File: src/rx_regs_pkg.sv
// constants, field positions and carrier types of the receiver register bank
// assumes one 125 MHz system clock and a byte-wide two-wire serial host port
//
// Contract
// enable byte 0x03 bit 7 routes thermistor b overtemperature to the interrupt pin
// enable byte 0x03 bit 6 routes thermistor a overtemperature to the interrupt pin
// enable byte 0x03 bit 5 routes die shutdown condition to the interrupt pin
// enable byte 0x03 bit 2 routes charge-complete input to the interrupt pin
// enable byte 0x03 bit 0 routes disable pin high to the interrupt pin
// enable byte 0x02 bit 4 routes thermal regulation; other bits reserved, default one
// shut down when die temperature reaches threshold plus hysteresis
// below threshold no shutdown, though an end-of-power packet may still go
// between threshold minus ten and threshold, request end-of-power packet for die temperature
// more than twenty below threshold, no die-temperature end-of-power packet
// byte 0x08 bits 7:6 pick off, 130, 140 or 150 degrees; default code one
// byte 0x08 bit 5 picks hysteresis ten or twenty degrees, default twenty
// byte 0x33 bit 7 picks setpoint source: zero resistor pin, one register code
// five-bit voltage code decodes to the fixed table; codes one to five reserved
// byte 0x69 reads the thermistor a conversion
// byte 0x6b reads the thermistor b conversion
// twelve-bit switching period count in 0x7e bits 3:0 and 0x7f
// masked flag set only when condition present and enable is one; drives interrupt
// die-temperature end-of-power packet carries parameter code 0x02
// upper then lower period byte reads come from one measurement

package rx_regs_pkg;

  ////////////////////////////////////////////////////////////////////////////
  // register offsets
  localparam logic [7:0] ADDR_IRQ_EN_HIGH = 8'h02;
  localparam logic [7:0] ADDR_IRQ_EN_LOW = 8'h03;
  localparam logic [7:0] ADDR_DIE_CFG = 8'h08;
  localparam logic [7:0] ADDR_VOUT_CTRL = 8'h33;
  localparam logic [7:0] ADDR_TS_A = 8'h69;
  localparam logic [7:0] ADDR_TS_B = 8'h6b;
  localparam logic [7:0] ADDR_PERIOD_UPPER = 8'h7e;
  localparam logic [7:0] ADDR_PERIOD_LOWER = 8'h7f;

  // reset values
  localparam logic [7:0] IRQ_EN_HIGH_RST = 8'hff;
  localparam logic [7:0] IRQ_EN_LOW_RST = 8'hff;
  localparam logic [7:0] DIE_CFG_RST = 8'h60;
  localparam logic [7:0] VOUT_CTRL_RST = 8'h00;

  // field positions
  localparam int EN_TS_B_BIT = 7;
  localparam int EN_TS_A_BIT = 6;
  localparam int EN_DIE_BIT = 5;
  localparam int EN_CHG_BIT = 2;
  localparam int EN_DIS_BIT = 0;
  localparam int EN_THERM_BIT = 4;
  localparam int DIE_THR_MSB = 7;
  localparam int DIE_THR_LSB = 6;
  localparam int DIE_HYS_BIT = 5;
  localparam int VOUT_SEL_BIT = 7;
  localparam int VOUT_CODE_MSB = 4;
  localparam int PERIOD_UPPER_MSB = 3;

  ////////////////////////////////////////////////////////////////////////////
  // die temperature figures in degrees
  localparam logic [8:0] T_SHDN_130 = 9'h082;
  localparam logic [8:0] T_SHDN_140 = 9'h08c;
  localparam logic [8:0] T_SHDN_150 = 9'h096;
  localparam logic [8:0] T_HYS_SMALL = 9'h00a;
  localparam logic [8:0] T_HYS_LARGE = 9'h014;
  localparam logic [8:0] T_EPT_BAND = 9'h00a;
  localparam logic [8:0] T_EPT_QUIET = 9'h014;

  // end-of-power packet parameter codes
  localparam logic [7:0] EPT_DIE_CODE = 8'h02;
  localparam logic [7:0] EPT_NONE = 8'hff;

  // output voltage setpoints in millivolts
  localparam logic [12:0] VOUT_4V50 = 13'h1194;
  localparam logic [12:0] VOUT_4V75 = 13'h128e;
  localparam logic [12:0] VOUT_5V00 = 13'h1388;
  localparam logic [12:0] VOUT_5V25 = 13'h1482;
  localparam logic [12:0] VOUT_5V50 = 13'h157c;
  localparam logic [12:0] VOUT_5V75 = 13'h1676;
  localparam logic [12:0] VOUT_6V00 = 13'h1770;

  ////////////////////////////////////////////////////////////////////////////
  // fault conditions, one bit per interrupt source
  typedef struct packed {
    logic ts_b_hot;
    logic ts_a_hot;
    logic die_hot;
    logic charge_done;
    logic disable_high;
    logic thermal_reg;
  } fault_t;

  // one register access from the serial port
  typedef struct packed {
    logic wr;
    logic rd;
    logic [7:0] addr;
    logic [7:0] data;
  } bus_req_t;

  // voltage code table; reserved codes fall back to 5.00 V
  function automatic logic [12:0] vout_decode(input logic [4:0] code);
    logic [12:0] mv;
    mv = VOUT_5V00;
    case (code)
      5'h06: mv = VOUT_4V50;
      5'h07, 5'h08: mv = VOUT_4V75;
      5'h09, 5'h0a: mv = VOUT_5V25;
      5'h0b, 5'h0c: mv = VOUT_5V50;
      5'h0d, 5'h0e: mv = VOUT_5V75;
      5'h0f, 5'h10, 5'h11: mv = VOUT_6V00;
      default: mv = VOUT_5V00;
    endcase
    return mv;
  endfunction

  function automatic logic vout_code_valid(input logic [4:0] code);
    return (code == 5'h00) || ((code >= 5'h06) && (code <= 5'h11));
  endfunction

endpackage

File: src/serial_reg_port.sv
// two-wire serial target: address match, register pointer, byte reads and writes
// assumes scl and sda already synchronous to sys_clk; sda released means high
`timescale 1ns/10ps

module serial_reg_port #(
  parameter logic [6:0] DEV_ADDR = 7'h2a // arbitrary default target address
) (
  input wire logic sys_clk, // system clock
  input wire logic rst_n, // async reset, active low
  input wire logic scl_i, // serial clock level
  input wire logic sda_i, // serial data level
  output logic sda_oe, // high pulls sda low
  output rx_regs_pkg::bus_req_t req, // one-cycle access strobe
  input wire logic [7:0] rdata // read data for req.addr, same cycle
);

  typedef enum logic [2:0] {IDLE, ADDR, ADDR_ACK, WRITE, WRITE_ACK, READ, READ_ACK} state_t;

  state_t state_reg, state_next;
  logic scl_reg, sda_reg;
  logic [3:0] cnt_reg, cnt_next;
  logic [7:0] rx_reg, rx_next, tx_reg, tx_next, ptr_reg, ptr_next;
  logic rw_reg, rw_next, first_reg, first_next, ack_reg, ack_next, oe_next;
  rx_regs_pkg::bus_req_t req_next;
  logic start_ev, stop_ev, scl_rise, scl_fall;

  // bus events from the previous and present pin levels
  assign start_ev = scl_reg && scl_i && sda_reg && !sda_i;
  assign stop_ev = scl_reg && scl_i && !sda_reg && sda_i;
  assign scl_rise = !scl_reg && scl_i;
  assign scl_fall = scl_reg && !scl_i;

  ////////////////////////////////////////////////////////////////////////////
  // byte engine; the pointer survives a repeated start so write-pointer-then-read works
  always_comb begin
    state_next = state_reg;
    cnt_next = cnt_reg;
    rx_next = rx_reg;
    tx_next = tx_reg;
    ptr_next = ptr_reg;
    rw_next = rw_reg;
    first_next = first_reg;
    ack_next = ack_reg;
    oe_next = sda_oe;
    req_next = '0;
    if (start_ev) begin
      state_next = ADDR;
      cnt_next = 4'h0;
      first_next = 1'b1;
      oe_next = 1'b0;
    end else if (stop_ev) begin
      state_next = IDLE;
      oe_next = 1'b0;
    end else if (scl_rise) begin
      if (state_reg == ADDR || state_reg == WRITE) begin
        rx_next = {rx_reg[6:0], sda_i};
        cnt_next = cnt_reg + 4'h1;
      end else if (state_reg == READ) begin
        cnt_next = cnt_reg + 4'h1;
      end else if (state_reg == READ_ACK) begin
        ack_next = !sda_i;
      end
    end else if (scl_fall) begin
      unique case (state_reg)
        IDLE: ;
        ADDR: if (cnt_reg == 4'h8) begin
          if (rx_reg[7:1] == DEV_ADDR) begin
            oe_next = 1'b1;
            rw_next = rx_reg[0];
            state_next = ADDR_ACK;
          end else begin
            state_next = IDLE;
          end
        end
        WRITE: if (cnt_reg == 4'h8) begin
          if (first_reg) begin
            ptr_next = rx_reg;
          end else begin
            req_next.wr = 1'b1;
            req_next.addr = ptr_reg;
            req_next.data = rx_reg;
            ptr_next = ptr_reg + 8'h01;
          end
          first_next = 1'b0;
          oe_next = 1'b1;
          state_next = WRITE_ACK;
        end
        WRITE_ACK: begin
          oe_next = 1'b0;
          cnt_next = 4'h0;
          state_next = WRITE;
        end
        ADDR_ACK, READ_ACK: begin
          cnt_next = 4'h0;
          if (state_reg == ADDR_ACK && !rw_reg) begin
            oe_next = 1'b0;
            state_next = WRITE;
          end else if (state_reg == ADDR_ACK || ack_reg) begin
            // ask for a byte; the bank answers while the strobe stands, one cycle on
            req_next.rd = 1'b1;
            req_next.addr = ptr_reg;
            oe_next = 1'b0;
            ptr_next = ptr_reg + 8'h01;
            state_next = READ;
          end else begin
            oe_next = 1'b0;
            state_next = IDLE;
          end
        end
        READ: begin
          if (cnt_reg == 4'h8) begin
            oe_next = 1'b0;
            state_next = READ_ACK;
          end else begin
            oe_next = !tx_reg[3'h7 - cnt_reg[2:0]];
          end
        end
      endcase
    end
    // read data belongs to the registered strobe's address, so load it only now
    if (req.rd) begin
      tx_next = rdata;
      oe_next = !rdata[7];
    end
  end

  always_ff @(posedge sys_clk or negedge rst_n) begin
    if (!rst_n) begin
      state_reg <= IDLE;
      scl_reg <= 1'b1;
      sda_reg <= 1'b1;
      cnt_reg <= 4'h0;
      rx_reg <= 8'h00;
      tx_reg <= 8'h00;
      ptr_reg <= 8'h00;
      rw_reg <= 1'b0;
      first_reg <= 1'b0;
      ack_reg <= 1'b0;
      sda_oe <= 1'b0;
      req <= '0;
    end else begin
      state_reg <= state_next;
      scl_reg <= scl_i;
      sda_reg <= sda_i;
      cnt_reg <= cnt_next;
      rx_reg <= rx_next;
      tx_reg <= tx_next;
      ptr_reg <= ptr_next;
      rw_reg <= rw_next;
      first_reg <= first_next;
      ack_reg <= ack_next;
      sda_oe <= oe_next;
      req <= req_next;
    end
  end

endmodule

File: src/rx_irq_thermal_vout_regs.sv
// receiver register bank: interrupt routing, die thermal limits, output voltage select,
// thermistor and switching period readback
// assumes all analog measurements arrive as synchronous digital words on sys_clk
`timescale 1ns/10ps

module rx_irq_thermal_vout_regs #(
  parameter logic [6:0] DEV_ADDR = 7'h2a // arbitrary default serial target address
) (
  input wire logic sys_clk, // 125 MHz system clock
  input wire logic rst_n, // async reset, active low
  input wire logic scl_i, // serial clock pin level
  input wire logic sda_i, // serial data pin level
  output logic sda_o, // serial data drive value, always low
  output logic sda_oe, // high while pulling sda low
  input wire logic int_i, // interrupt pin level, for observation only
  output logic int_o, // interrupt drive value, always low
  output logic int_oe, // high while pulling the interrupt pin low
  input wire logic ts_a_hot, // thermistor a above its limit
  input wire logic ts_b_hot, // thermistor b above its limit
  input wire logic thermal_reg_active, // thermal regulation loop active
  input wire logic charge_done, // charge-complete pin asserted
  input wire logic disable_pin, // disable pin driven high
  input wire logic [7:0] die_temp_c, // die temperature in degrees
  input wire logic [7:0] ts_a_adc, // thermistor a conversion
  input wire logic [7:0] ts_b_adc, // thermistor b conversion
  input wire logic [11:0] period_count, // switching period in 3.125 ns steps
  input wire logic [12:0] pin_vout_mv, // setpoint from the resistor pin, mV
  output logic die_shutdown, // die over-temperature shutdown
  output logic ept_request, // die-temperature end-of-power request
  output logic [7:0] ept_code, // packet parameter code
  output logic [12:0] vout_target_mv, // selected output voltage, mV
  output logic vout_code_ok, // register code is a defined entry
  output logic vout_use_reg // setpoint taken from the register code
);

  rx_regs_pkg::bus_req_t req;
  logic [7:0] rdata;
  logic [7:0] en_hi_reg, en_hi_next, en_lo_reg, en_lo_next;
  logic [7:0] die_cfg_reg, die_cfg_next, vout_ctrl_reg, vout_ctrl_next;
  logic [7:0] ts_a_reg, ts_b_reg, lower_shadow_reg, lower_shadow_next;
  rx_regs_pkg::fault_t cond, route, masked_reg, masked_next;
  logic int_oe_next, shdn_next, ept_next;
  logic [8:0] temp9, thr, hys;
  logic thr_on;
  logic [12:0] vout_next;
  logic vout_ok_next;

  assign sda_o = 1'b0;
  assign int_o = 1'b0;

  serial_reg_port #(
    .DEV_ADDR(DEV_ADDR)
  ) u_port (
    .sys_clk(sys_clk),
    .rst_n(rst_n),
    .scl_i(scl_i),
    .sda_i(sda_i),
    .sda_oe(sda_oe),
    .req(req),
    .rdata(rdata)
  );

  ////////////////////////////////////////////////////////////////////////////
  // read mux; unmapped bytes and the reserved bits 6:5 of 0x33 read zero; enable bytes read back as written
  // the port's strobe is registered, so req.addr already names the byte being read
  always_comb begin
    rdata = 8'h00;
    case (req.addr)
      rx_regs_pkg::ADDR_IRQ_EN_HIGH: rdata = en_hi_reg;
      rx_regs_pkg::ADDR_IRQ_EN_LOW: rdata = en_lo_reg;
      rx_regs_pkg::ADDR_DIE_CFG: rdata = die_cfg_reg;
      rx_regs_pkg::ADDR_VOUT_CTRL: rdata = {vout_ctrl_reg[7], 2'b00, vout_ctrl_reg[4:0]};
      rx_regs_pkg::ADDR_TS_A: rdata = ts_a_reg;
      rx_regs_pkg::ADDR_TS_B: rdata = ts_b_reg;
      rx_regs_pkg::ADDR_PERIOD_UPPER: rdata = {4'h0, period_count[11:8]};
      rx_regs_pkg::ADDR_PERIOD_LOWER: rdata = lower_shadow_reg;
      default: rdata = 8'h00;
    endcase
  end

  ////////////////////////////////////////////////////////////////////////////
  // writable registers and the period shadow
  always_comb begin
    en_hi_next = en_hi_reg;
    en_lo_next = en_lo_reg;
    die_cfg_next = die_cfg_reg;
    vout_ctrl_next = vout_ctrl_reg;
    lower_shadow_next = lower_shadow_reg;
    if (req.wr) begin
      case (req.addr)
        rx_regs_pkg::ADDR_IRQ_EN_HIGH: en_hi_next = req.data;
        rx_regs_pkg::ADDR_IRQ_EN_LOW: en_lo_next = req.data;
        rx_regs_pkg::ADDR_DIE_CFG: die_cfg_next = req.data;
        rx_regs_pkg::ADDR_VOUT_CTRL: vout_ctrl_next = {req.data[7], 2'b00, req.data[4:0]};
        default: ;
      endcase
    end
    // reading the upper byte freezes the lower byte of the same sample
    if (req.rd && req.addr == rx_regs_pkg::ADDR_PERIOD_UPPER) begin
      lower_shadow_next = period_count[7:0];
    end
  end

  always_ff @(posedge sys_clk or negedge rst_n) begin
    if (!rst_n) begin
      en_hi_reg <= rx_regs_pkg::IRQ_EN_HIGH_RST;
      en_lo_reg <= rx_regs_pkg::IRQ_EN_LOW_RST;
      die_cfg_reg <= rx_regs_pkg::DIE_CFG_RST;
      vout_ctrl_reg <= rx_regs_pkg::VOUT_CTRL_RST;
      lower_shadow_reg <= 8'h00;
    end else begin
      en_hi_reg <= en_hi_next;
      en_lo_reg <= en_lo_next;
      die_cfg_reg <= die_cfg_next;
      vout_ctrl_reg <= vout_ctrl_next;
      lower_shadow_reg <= lower_shadow_next;
    end
  end

  ////////////////////////////////////////////////////////////////////////////
  // die thermal limits: shutdown latches at threshold plus hysteresis and releases below
  // threshold; the packet request holds between the quiet and band edges so it cannot chatter
  assign temp9 = {1'b0, die_temp_c};
  assign hys = die_cfg_reg[rx_regs_pkg::DIE_HYS_BIT] ? rx_regs_pkg::T_HYS_LARGE : rx_regs_pkg::T_HYS_SMALL;

  always_comb begin
    thr_on = 1'b1;
    unique case (die_cfg_reg[rx_regs_pkg::DIE_THR_MSB:rx_regs_pkg::DIE_THR_LSB])
      2'h0: begin
        thr = 9'h000;
        thr_on = 1'b0;
      end
      2'h1: thr = rx_regs_pkg::T_SHDN_130;
      2'h2: thr = rx_regs_pkg::T_SHDN_140;
      2'h3: thr = rx_regs_pkg::T_SHDN_150;
    endcase
    shdn_next = die_shutdown;
    ept_next = ept_request;
    if (!thr_on) begin
      shdn_next = 1'b0;
      ept_next = 1'b0;
    end else begin
      if (temp9 >= thr + hys) begin
        shdn_next = 1'b1;
      end else if (temp9 < thr) begin
        shdn_next = 1'b0;
      end
      if (temp9 > thr - rx_regs_pkg::T_EPT_BAND) begin
        ept_next = 1'b1;
      end else if (temp9 < thr - rx_regs_pkg::T_EPT_QUIET) begin
        ept_next = 1'b0;
      end
    end
  end

  ////////////////////////////////////////////////////////////////////////////
  // interrupt routing; flags follow their condition, no software clear exists
  assign cond = '{ts_b_hot, ts_a_hot, die_shutdown, charge_done, disable_pin, thermal_reg_active};
  assign route.ts_b_hot = en_lo_reg[rx_regs_pkg::EN_TS_B_BIT];
  assign route.ts_a_hot = en_lo_reg[rx_regs_pkg::EN_TS_A_BIT];
  assign route.die_hot = en_lo_reg[rx_regs_pkg::EN_DIE_BIT];
  assign route.charge_done = en_lo_reg[rx_regs_pkg::EN_CHG_BIT];
  assign route.disable_high = en_lo_reg[rx_regs_pkg::EN_DIS_BIT];
  assign route.thermal_reg = en_hi_reg[rx_regs_pkg::EN_THERM_BIT];
  assign masked_next = cond & route;
  assign int_oe_next = |masked_next;

  // output voltage source select
  assign vout_next = vout_ctrl_reg[rx_regs_pkg::VOUT_SEL_BIT] ?
    rx_regs_pkg::vout_decode(vout_ctrl_reg[rx_regs_pkg::VOUT_CODE_MSB:0]) : pin_vout_mv;
  assign vout_ok_next = rx_regs_pkg::vout_code_valid(vout_ctrl_reg[rx_regs_pkg::VOUT_CODE_MSB:0]);

  always_ff @(posedge sys_clk or negedge rst_n) begin
    if (!rst_n) begin
      masked_reg <= '0;
      int_oe <= 1'b0;
      die_shutdown <= 1'b0;
      ept_request <= 1'b0;
      ept_code <= rx_regs_pkg::EPT_NONE;
      ts_a_reg <= 8'h00;
      ts_b_reg <= 8'h00;
      vout_target_mv <= rx_regs_pkg::VOUT_5V00;
      vout_code_ok <= 1'b1;
      vout_use_reg <= 1'b0;
    end else begin
      masked_reg <= masked_next;
      int_oe <= int_oe_next;
      die_shutdown <= shdn_next;
      ept_request <= ept_next;
      ept_code <= ept_next ? rx_regs_pkg::EPT_DIE_CODE : rx_regs_pkg::EPT_NONE;
      ts_a_reg <= ts_a_adc;
      ts_b_reg <= ts_b_adc;
      vout_target_mv <= vout_next;
      vout_code_ok <= vout_ok_next;
      vout_use_reg <= vout_ctrl_reg[rx_regs_pkg::VOUT_SEL_BIT];
    end
  end
endmodule

File: config.mk
export PLATFORM = sky130hd
export DESIGN_NAME = rx_irq_thermal_vout_regs
export DESIGN_NICKNAME = d
export VERILOG_FILES = /design/src/rx_regs_pkg.sv /design/src/serial_reg_port.sv /design/src/rx_irq_thermal_vout_regs.sv
export SDC_FILE = /design/constraint.sdc
export NUM_CORES = 1
export LEC_CHECK = 0
export BUFFER_PORTS_ARGS = -buffer_cell sky130_fd_sc_hd__buf_2
export CAP_MARGIN = 30
export CORE_MARGIN = 8
export CORE_UTILIZATION = 55
export DETAILED_ROUTE_END_ITERATION = 10
export PLACE_DENSITY = 0.81
export SYNTH_ARGS = -nofsm -noshare
export SYNTH_HDL_FRONTEND = slang
export SYNTH_SLANG_ARGS = --single-unit
File: constraint.sdc
create_clock -name sys_clk -period 5 [get_ports sys_clk]
set_input_delay 0.75 -clock sys_clk [delete_from_list [all_inputs] [get_ports sys_clk]]
set_output_delay 0.75 -clock sys_clk [all_outputs]
set_load 0.02 [all_outputs]
==> After elaboration in Yosys (flattened, before gate mapping) <==
Memories as Yosys holds them, arrays and structs flattened.
Index checks and enable logic that the tools add are counted.
{ "word_totals": {"reg_bits": 135, "romBits": 320, "in_bits": 59, "output_inout_bits": 29, "wordCells": 196, "mem_count": 1} }
{ "op_classes": {"n_addsub": 6, "order_cmp": 7, "n_eq_ne": 33, "muxes": 66, "bitwise": 6, "n_reduce_logical": 48} }
{ "memory_table": {"columns": ["name", "depth", "word_bits", "read_ports", "rd_clocked_by_memory_dff", "write_ports", "line_no", "rtl"], "rows": [
  ["(name not given)", 32, 10, 1, 0, 0, "rx_regs_pkg.sv:105", "case (code)"]
]} }
{ "op_table": {"columns": ["operator", "count"], "rows": [
  ["$mux W18", 4],
  ["$pmux W8 S8", 1],
  ["$mux W8", 6],
  ["$pmux W9 S4", 1],
  ["$eq A8 B7 Y1 const B", 4],
  ["$mux W16", 2],
  ["$pmux W8 S2", 2],
  ["$mux W4", 7],
  ["$mux W3", 9],
  ["$mux W1", 26],
  ["$lt A8 B9 Y1", 2],
  ["$mux W9", 2],
  ["$reduce_and A6 Y1", 3],
  ["$eq A8 B2 Y1 const B", 2],
  ["$ne A5 B2 Y1 const B", 3],
  ["$pmux W3 S5", 1],
  ["$reduce_bool A7 Y1", 2],
  ["$mux W13", 1],
  ["$ne A4 B2 Y1 const B", 3],
  ["$reduce_bool A3 Y1", 4],
  ["$logic_and A1 B1 Y1", 10],
  ["$add A9 B5 Y9", 1],
  ["$eq A3 B3 Y1 const B", 3],
  ["$ge A8 B9 Y1", 1],
  ["42 further kinds", 66]
]} }

==> Depth between registers and ports, before layout <==
Gate-level depths: netlist of run 1.
{ "depth": {"ltp_word": 11, "depth_mapped": 13, "ltp_nobuf": 13} }

==> Cells and area by module <==
Synthesis of run 1 repeated with hierarchy kept, for this count alone.
{ "unflattened": {"hier_cells": 613, "hier_area_um2": 6821.5} }
{ "modules_own_cells": {"columns": ["mod", "instances", "cells_each", "area_each_um2"], "rows": [
  ["rx_irq_thermal_vout_regs", 1, 378, 4236.6],
  ["serial_reg_port", 1, 235, 2585.0]
]} }

==> Worst setup path after synthesis of run 1 <==
No wires, ideal clock.
{ "synth_path": {"kind": "reg-to-reg", "start": "reg die_cfg_reg[6]", "end": "reg die_shutdown", "arrival_time_ps": 2592, "required_ps": 4859, "slack_ps": 2266, "stages_incl_launch_ff": 13, "n_path_buf": 0, "synth_period_minus_slack_ps": 2734, "cell_sequence": "dfstp_2 > inv_1 > ha_1 > nor2_1 > ha_1 > inv_1 > fa_1 > inv_1 > a21o_1 > a21oi_1 > ha_1 > a2111oi_0 > a311oi_1"} }
{ "synth_via": {"elab_chain_cells": 6} }
{ "synth_lines": {"columns": ["element", "line_no", "rtl"], "rows": [
  ["start, declared", "rx_irq_thermal_vout_regs.sv:39", "logic [7:0] die_cfg_reg, die_cfg_next, vout_ctrl_reg, vout_ctrl_next;"],
  ["start signal, assigned", "rx_irq_thermal_vout_regs.sv:108", "die_cfg_reg <= rx_regs_pkg::DIE_CFG_RST;"],
  ["start signal, assigned", "rx_irq_thermal_vout_regs.sv:114", "die_cfg_reg <= die_cfg_next;"],
  ["$eq A2 B2 Y1, or another cell as far along", "rx_irq_thermal_vout_regs.sv:128", "unique case (die_cfg_reg[rx_regs_pkg::DIE_THR_MSB:rx_regs_pkg::DIE_THR_LSB])"],
  ["$pmux W9 S4", "rx_irq_thermal_vout_regs.sv:128", null],
  ["$add A9 B5 Y9", "rx_irq_thermal_vout_regs.sv:143", "if (temp9 >= thr + hys) begin"],
  ["$ge A8 B9 Y1", "rx_irq_thermal_vout_regs.sv:143", null],
  ["$mux W1", "rx_irq_thermal_vout_regs.sv:143", null],
  ["$mux W1", "rx_irq_thermal_vout_regs.sv:139", "if (!thr_on) begin"],
  ["end signal, assigned", "rx_irq_thermal_vout_regs.sv:188", "die_shutdown <= shdn_next;"],
  ["end, declared", "rx_irq_thermal_vout_regs.sv:28", "output logic die_shutdown,"]
]} }
Several ways; a longest one is shown, not always the timed one. The select of a mux whose other input is x is not followed.
A chain may end at the register's enable or synchronous reset.

==> Worst setup path after layout of run 1 <==
Same ends and word-level chain as after synthesis.

==> results of run 1 <==
[layout by cell type (no fill, tap or decap), types with 5 or more instances in the layout]
master,netlist,final
a21oi_1,20,20
a22o_1,8,8
a22oi_1,19,19
a31oi_1,12,12
and2_1,22,22
and3_1,5,5
buf_2,5,84
clkbuf_16,0,17
clkinv_2,0,6
dfrtp_1,101,101
dfstp_2,27,27
ha_1,47,47
inv_1,33,33
mux2_2,50,50
mux2i_1,6,6
nand2_1,28,28
nand2b_1,10,10
nand3_1,8,8
nor2_1,37,37
nor2b_1,13,13
nor3_1,10,10
nor3b_1,6,6
o21a_1,9,9
o21ai_0,31,31
o22ai_1,11,11
[power groups by stage]
| stage | registers, mW | logic [mW] | clock network (mW) |
|---|---|---|---|
| 6_report | 1.14 | 0.181 | 1.26 |
| 5_1_grt | 1.15 | 0.203 | 1.32 |
| 4_1_cts | 1.14 | 0.183 | 1.27 |
| 3_5_place_dp | 1.16 | 0.182 | 0 |
| 3_3_place_gp | 1.16 | 0.172 | 0 |
| 2_1_floorplan | 1.14 | 0.105 | 0 |
[area by class of cell]
type,count,area [um^2]
Timing Repair Buffer,87,443
Multi-Input combinational cell,432,3270
Inverter,33,124
Clock inverter,12,166
Clock buffer,20,437
Fill cell,909,4150
Tap cell,147,184
Sequential cell,128,3240
[cell usage after synthesis, types with 4 or more instances]
cell type | instances | area (um^2)
nand3_1 | 8 | 40.0
a31oi_1 | 12 | 75.1
a221oi_1 | 4 | 35.0
nand2_1 | 28 | 105
mux2_2 | 50 | 563
nor3_1 | 10 | 50.1
clkbuf_1 | 14 | 52.6
a22oi_1 | 19 | 143
o21a_1 | 9 | 67.6
nor3b_1 | 6 | 45.0
mux2i_1 | 6 | 60.1
a22o_1 | 8 | 70.1
o22ai_1 | 11 | 68.8
buf_4 | 9 | 67.6
and2_1 | 22 | 138
o21ai_0 | 31 | 155
nand2b_1 | 10 | 62.6
nor2_1 | 37 | 139
inv_1 | 33 | 124
and3_1 | 5 | 31.3
buf_2 | 5 | 25.0
dfstp_2 | 27 | 709
dfrtp_1 | 101 | 2530
or3_1 | 4 | 25.0
ha_1 | 47 | 588
nor2b_1 | 13 | 81.3
a21oi_1 | 20 | 100
[worst max path at each step]
stage	start	endpoint	cells past startpoint
floorplan	die_cfg_reg[6]	die_shutdown	12
global placement	die_cfg_reg[6]	die_shutdown	12
detailed placement	die_cfg_reg[6]	die_shutdown	12
CTS	die_cfg_reg[6]	die_shutdown	12
global route	die_cfg_reg[6]	die_shutdown	12
finish	die_cfg_reg[6]	die_shutdown	12
[per-layer routing]
layer,vias to the layer above,share of wire,global-route usage
li1,2406,-,-
met1,2534,0.43,0.245
met2,183,0.48,0.329
met3,29,0.071,0.0503
met4,0,0.024,0.0952
met5,-,0,0
[through the flow]
step           std cells  setup slack (ns)  total power, mW  hold WS (ns)
4_1_cts              859              1.92             2.60         0.349
6_report             859              1.93             2.59         0.331
3_3_place_gp         825              2.03             1.33         0.489
5_1_grt              859              1.71             2.67         0.371
2_1_floorplan        623              2.27             1.25         0.386
3_5_place_dp         827              1.93             1.34         0.494
[critical path, cell delays in order, from the launching register on]
cell	delay [ns]
dfstp_2	0.61
inv_1	0.15
ha_1	0.31
nor2_1	0.15
ha_1	0.19
inv_1	0.06
fa_1	0.39
inv_1	0.07
a21o_1	0.10
a21oi_1	0.07
ha_1	0.29
a2111oi_0	0.42
a311oi_1	0.14
[cells by family after synthesis]
kind of cell | after synthesis
xor+xnor | 3
fa+ha+maj | 48
simple gates | 166
flops | 128
mux | 58
compound gates | 154
buf+inv | 63
other cells | 2
==> results.json, run 1 <==
{
  "drive_above_1_share": 0.282,
  "clk_pin_slew_ns": 0.05,
  "cts_root_buf": "clkbuf_16",
  "synth_compound_area_frac": 0.155,
  "fin_crit_sh": 0.614,
  "synthArstFlopShare": 1.00,
  "wl_per_cell_um": 18.3,
  "utilization": 0.655,
  "grt_usage": 0.201,
  "place_area_um2": 7260,
  "rsz0062_at_grt": "no",
  "top_register": "u_port.req",
  "biggestRegsByFlops": "u_port.req (18), vout_target_mv (13)",
  "worstSetupPathType": "reg -> reg",
  "setup_viol": 0,
  "design_area_um2": 7860,
  "synth_xor_xnor_area_share": 0.00387,
  "die_x_um": 127,
  "cp-start-kind": "flop",
  "tns_ns": 0,
  "numPortBuffers": 83,
  "ios": 88,
  "hold_class": "in -> async",
  "cts-buffers-inserted": 17,
  "status": "finished clean",
  "p_sw_mw": 0.583,
  "viasPerCell": 6.00,
  "dp_hpwl_um": 11700,
  "fmax_mhz": 326,
  "tightest_slew_ns": 0.843,
  "syn_inst": 622,
  "reg2reg_to": "die_shutdown",
  "n_antenna_cell": 0,
  "grt_overflow": 0,
  "drc": 0,
  "synthSimpleGateAreaFrac": 0.134,
  "regToRegSetupSlack_ns": 1.93,
  "muxShareOfSynthArea": 0.0985,
  "antenna_found_initial": 0,
  "fin_crit_ns": 3.07,
  "p_sw_frac": 0.226,
  "start_util": 0.565,
  "pwr-share-comb": 0.070,
  "clock-sinks": 128,
  "ys_seq_area_frac": 0.477,
  "slew_headroom": 0.433,
  "drt_first_pass_iters": 5,
  "end_kind": "flop",
  "p_clk_frac": 0.488,
  "synthToLayoutAreaGrowth_pct": 15.9,
  "ys_ff_latch": 128,
  "antenna_left": 0,
  "routabilityCongestion": 0.901,
  "r2r_cells": 12,
  "coreArea_um2": 12000,
  "cp_max_fo": 7,
  "rows": 40,
  "synth_top_family_by_area": "compound AO/OA/AOI/OAI gates",
  "crit_required_ns": 5.28,
  "die_y_um": 127,
  "drt_iter0_drc": 409,
  "synth-edff-count": 0,
  "cts_max_path_buffers": 2,
  "avgSynthCellArea_um2": 10.9,
  "grt_max_degree": 53,
  "p_leak_nw": 3.63,
  "drv_slew": 0,
  "nets": 806,
  "p_seq_frac": 0.442,
  "grt_pass1_vias": 5357,
  "ir_drop_uv": 227,
  "skew_ns": 0.00716,
  "post_cts_buffers": 0,
  "yosys.area_share.adder": 0.0897,
  "p_per_area_nw_per_um2": 329,
  "clkLatencyLatePin_ns": 0.41,
  "reg2reg_from": "die_cfg_reg[6]",
  "synth_warnings": 0,
  "drt_wl_total_um": 15700,
  "netlist_area_um2": 6780,
  "die_area_um2": 16100,
  "arrival_ns": 3.35,
  "cts_tree": "yes",
  "hold_viol": 0,
  "internal_power_mw": 2.00,
  "vias": 5152,
  "cap_violations": 0,
  "synth-main-ff-cell": "dfrtp_1",
  "largest_reg_flops": 18,
  "grt_first_pass_wirelength_um": 26100,
  "ctsResizeCount": 0,
  "postCtsHoldBufs": 0,
  "synthDistinctLibCells": 66,
  "cts_max_level": 4
}
Note: power is estimated with default switching activity, not from simulation.
==> run 2: changes to the inputs <==
- ABC_AREA: unset -> 1
- clock period: 5 -> 3.05 ns (I/O delays scaled with it)
==> run 2 against run 1 <==
  * Critical path type unchanged
  * Non-clock buffer count up 3
  * Power up 75%
  * Highest routed layer unchanged
  * Final cell count is 30% higher
  * Via count increased by 15%
  * Hold slack got worse by 0.29 ns
  * Die area rose by 2.0%
  * Critical endpoint unchanged
  * Synthesized cell count is 36% higher
  * Combinational power grew to 3.2 times the previous value
  * Setup slack worse by 1.7 ns
==> results.json, run 2 <==
{
  "drc": 0,
  "fmax_mhz": 354,
  "p_total_mw": 4.53,
  "cp_max_fo": 6,
  "synth_most_common_cell": "nand2_1",
  "synthToLayoutAreaGrowth_pct": 16.7,
  "syn_inst": 845,
  "pre_cts_ws_ns": 0.0749,
  "routabilityCongestion": 0.950,
  "synthDistinctLibCells": 43,
  "yosysTopAreaCell": "dfrtp_1",
  "drive_above_1_share": 0.207,
  "r2r_cells": 18,
  "cap_violations": 0,
  "hold_class": "in -> async",
  "synth-edff-count": 0,
  "biggestRegsByFlops": "u_port.req (18), vout_target_mv (13)",
  "crit_required_ns": 3.36,
  "numPortBuffers": 83,
  "grt_overflow": 0,
  "skew_ns": 0.00910,
  "grt_first_pass_wirelength_um": 26800,
  "reg2reg_from": "die_cfg_reg[6]",
  "antenna_left": 0,
  "setup_ws_ns": 0.228,
  "yosysTopAreaCellShare": 0.364,
  "start_util": 0.557,
  "wl_per_cell_um": 14.6,
  "drv_slew": 0,
  "layout_commonest_cell": "nand2_1",
  "largest_reg_flops": 18,
  "fin_crit_sh": 0.925,
  "cp_slowest_stage_delay_ns": 0.59,
  "cts_max_path_buffers": 2,
  "die_x_um": 128,
  "reg2reg_to": "die_shutdown",
  "synth_common_cells": "214 x nand2_1, 101 x dfrtp_1, 91 x inv_1",
  "cp_slowest_cell": "dfstp_2",
  "grt_max_degree": 58,
  "final_cells": 1118,
  "grt_pass1_vias": 5671,
  "avgSynthCellArea_um2": 8.21,
  "dp.cells": 1085,
  "p_leak_nw": 3.86,
  "path_cells": "inv_2 -> ha_2 -> inv_2 -> ha_4 -> inv_1 -> ha_1 -> nand3_1 -> nand2_1 -> xnor2_1 -> ha_1 -> buf_4 -> nand2_1 -> nor2_1 -> nand4_1 -> nand3_1 -> nor2_1 -> nand3_1 -> nand2_1",
  "setup_viol": 0,
  "grt_usage": 0.205,
  "die_y_um": 128,
  "ys_seq_area_frac": 0.466,
  "fin_crit_ns": 2.82,
  "synth_warnings": 0,
  "fillCellCount": 1031,
  "n_antenna_cell": 0,
  "crit_start": "die_cfg_reg[6]",
  "final_cell_mix": "214 x nand2_1, 101 x dfrtp_1, 90 x nor2_1",
  "ios": 88,
  "end_kind": "flop",
  "clkLatencyLatePin_ns": 0.43,
  "drt_first_pass_iters": 7,
  "drt_wl_total_um": 16300,
  "arrival_ns": 3.13,
  "rows": 41,
  "tightest_slew_ns": 0.824,
  "viasPerCell": 5.28,
  "coreArea_um2": 12500,
  "slew_headroom": 0.449,
  "synth-main-ff-cell": "dfrtp_1",
  "ys_ff_latch": 128,
  "cts-buffers-inserted": 17,
  "nets": 1040,
  "netlist_area_um2": 6940,
  "postCtsHoldBufs": 0,
  "rsz0062_at_grt": "no",
  "cp-start-kind": "flop",
  "die_area_um2": 16500,
  "status": "finished clean",
  "p_per_area_nw_per_um2": 559,
  "regToRegSetupSlack_ns": 0.23,
  "cts_root_buf": "clkbuf_16",
  "antenna_found_initial": 0,
  "ir_drop_uv": 716,
  "worstSetupPathType": "reg -> reg",
  "synthArstFlopShare": 1.00,
  "synth_area_leaders": "dfrtp_1 36%, nand2_1 12%, dfstp_2 10%, ha_1 8.5%, o21ai_0 5.6%",
  "tns_ns": 0,
  "vias": 5908,
  "top_register": "u_port.req",
  "dp_hpwl_um": 11700,
  "cts_max_level": 4,
  "cts_tree": "yes",
  "clk_pin_slew_ns": 0.06,
  "hold_viol": 0,
  "critPathCapture": "die_shutdown",
  "drt_iter0_drc": 394,
  "clock-sinks": 128
}
[run 2: changes by cell type after synthesis, moves of 14 or more]
cell	previous run	this run
nand2_1	28	214
nand3_1	8	69
inv_1	33	91
nor2_1	37	90
mux2_2	50	0
o21ai_0	31	78
and2_1	22	1
a22oi_1	19	0
o21ai_2	0	14
[run 2: per-stage QoR]
stage	util	hold slack (ns)	instance area, um^2
after floorplan	-	0.162	6950
after global placement	0.601	0.466	7490
after detailed placement	0.601	0.474	7490
after CTS	0.648	0.0671	8070
after global routing	0.650	0.0958	8100
final	0.650	0.0420	8100
[run 2: layout make-up]
cell class / instances / area, um^2 / area share
Clock buffer: 17 / 425 / 0.0525
Clock inverter: 15 / 160 / 0.0198
Sequential cell: 128 / 3240 / 0.400
Multi-Input combinational cell: 596 / 3200 / 0.395
Inverter: 100 / 378 / 0.0466
Timing Repair Buffer: 90 / 483 / 0.0596
Tap cell: 172 / 215 / 0.0266
[run 2: worst min path at each step]
stage | endpoint | depth (start not counted)
2_1_floorplan | die_cfg_reg[0] | 0
3_3_place_gp | u_port.tx_reg[7] | 2
3_5_place_dp | die_cfg_reg[3] | 2
4_1_cts | u_port.ack_reg | 1
5_1_grt | u_port.ack_reg | 1
6_report | u_port.ack_reg | 1
[run 2: cell families after synthesis]
kind of cell             synth area share
other                             0.00108
adder cells (fa/ha/maj)            0.0876
flip-flops                          0.466
AO/OA/AOI/OAI                       0.106
AND/OR/NAND/NOR                     0.258
buffers and inverters              0.0757
XOR/XNOR                          0.00505
[run 2: worst max-delay path: cells and delay by family, from the launching register on]
kind	cells	cell delay (ns)
xor gates and xnor gates	1	0.15
adders and majority gates	4	0.99
buffers and inverters	4	0.37
DFF	1	0.59
and+or+nand+nor	9	0.63
[run 2: routing by layer]
| layer | vias up | share of wire | global-route usage |
|---|---|---|---|
| met5 | - | 0 | 0 |
| li1 | 2912 | - | - |
| met4 | 0 | 0.035 | 0.0979 |
| met1 | 2738 | 0.42 | 0.245 |
| met3 | 40 | 0.078 | 0.0517 |
| met2 | 218 | 0.47 | 0.340 |
[run 2: report_power, final]
group | internal [mW] | total, mW | switching (mW)
Combinational | 0.206 | 0.577 | 0.370
Sequential | 1.83 | 1.96 | 0.124
Clock | 1.21 | 1.99 | 0.786
[run 2: repair_timing]
item,in CTS,in global routing
setup buffers,0,1
setup endpoints to repair,0,1
gates resized for setup,0,7
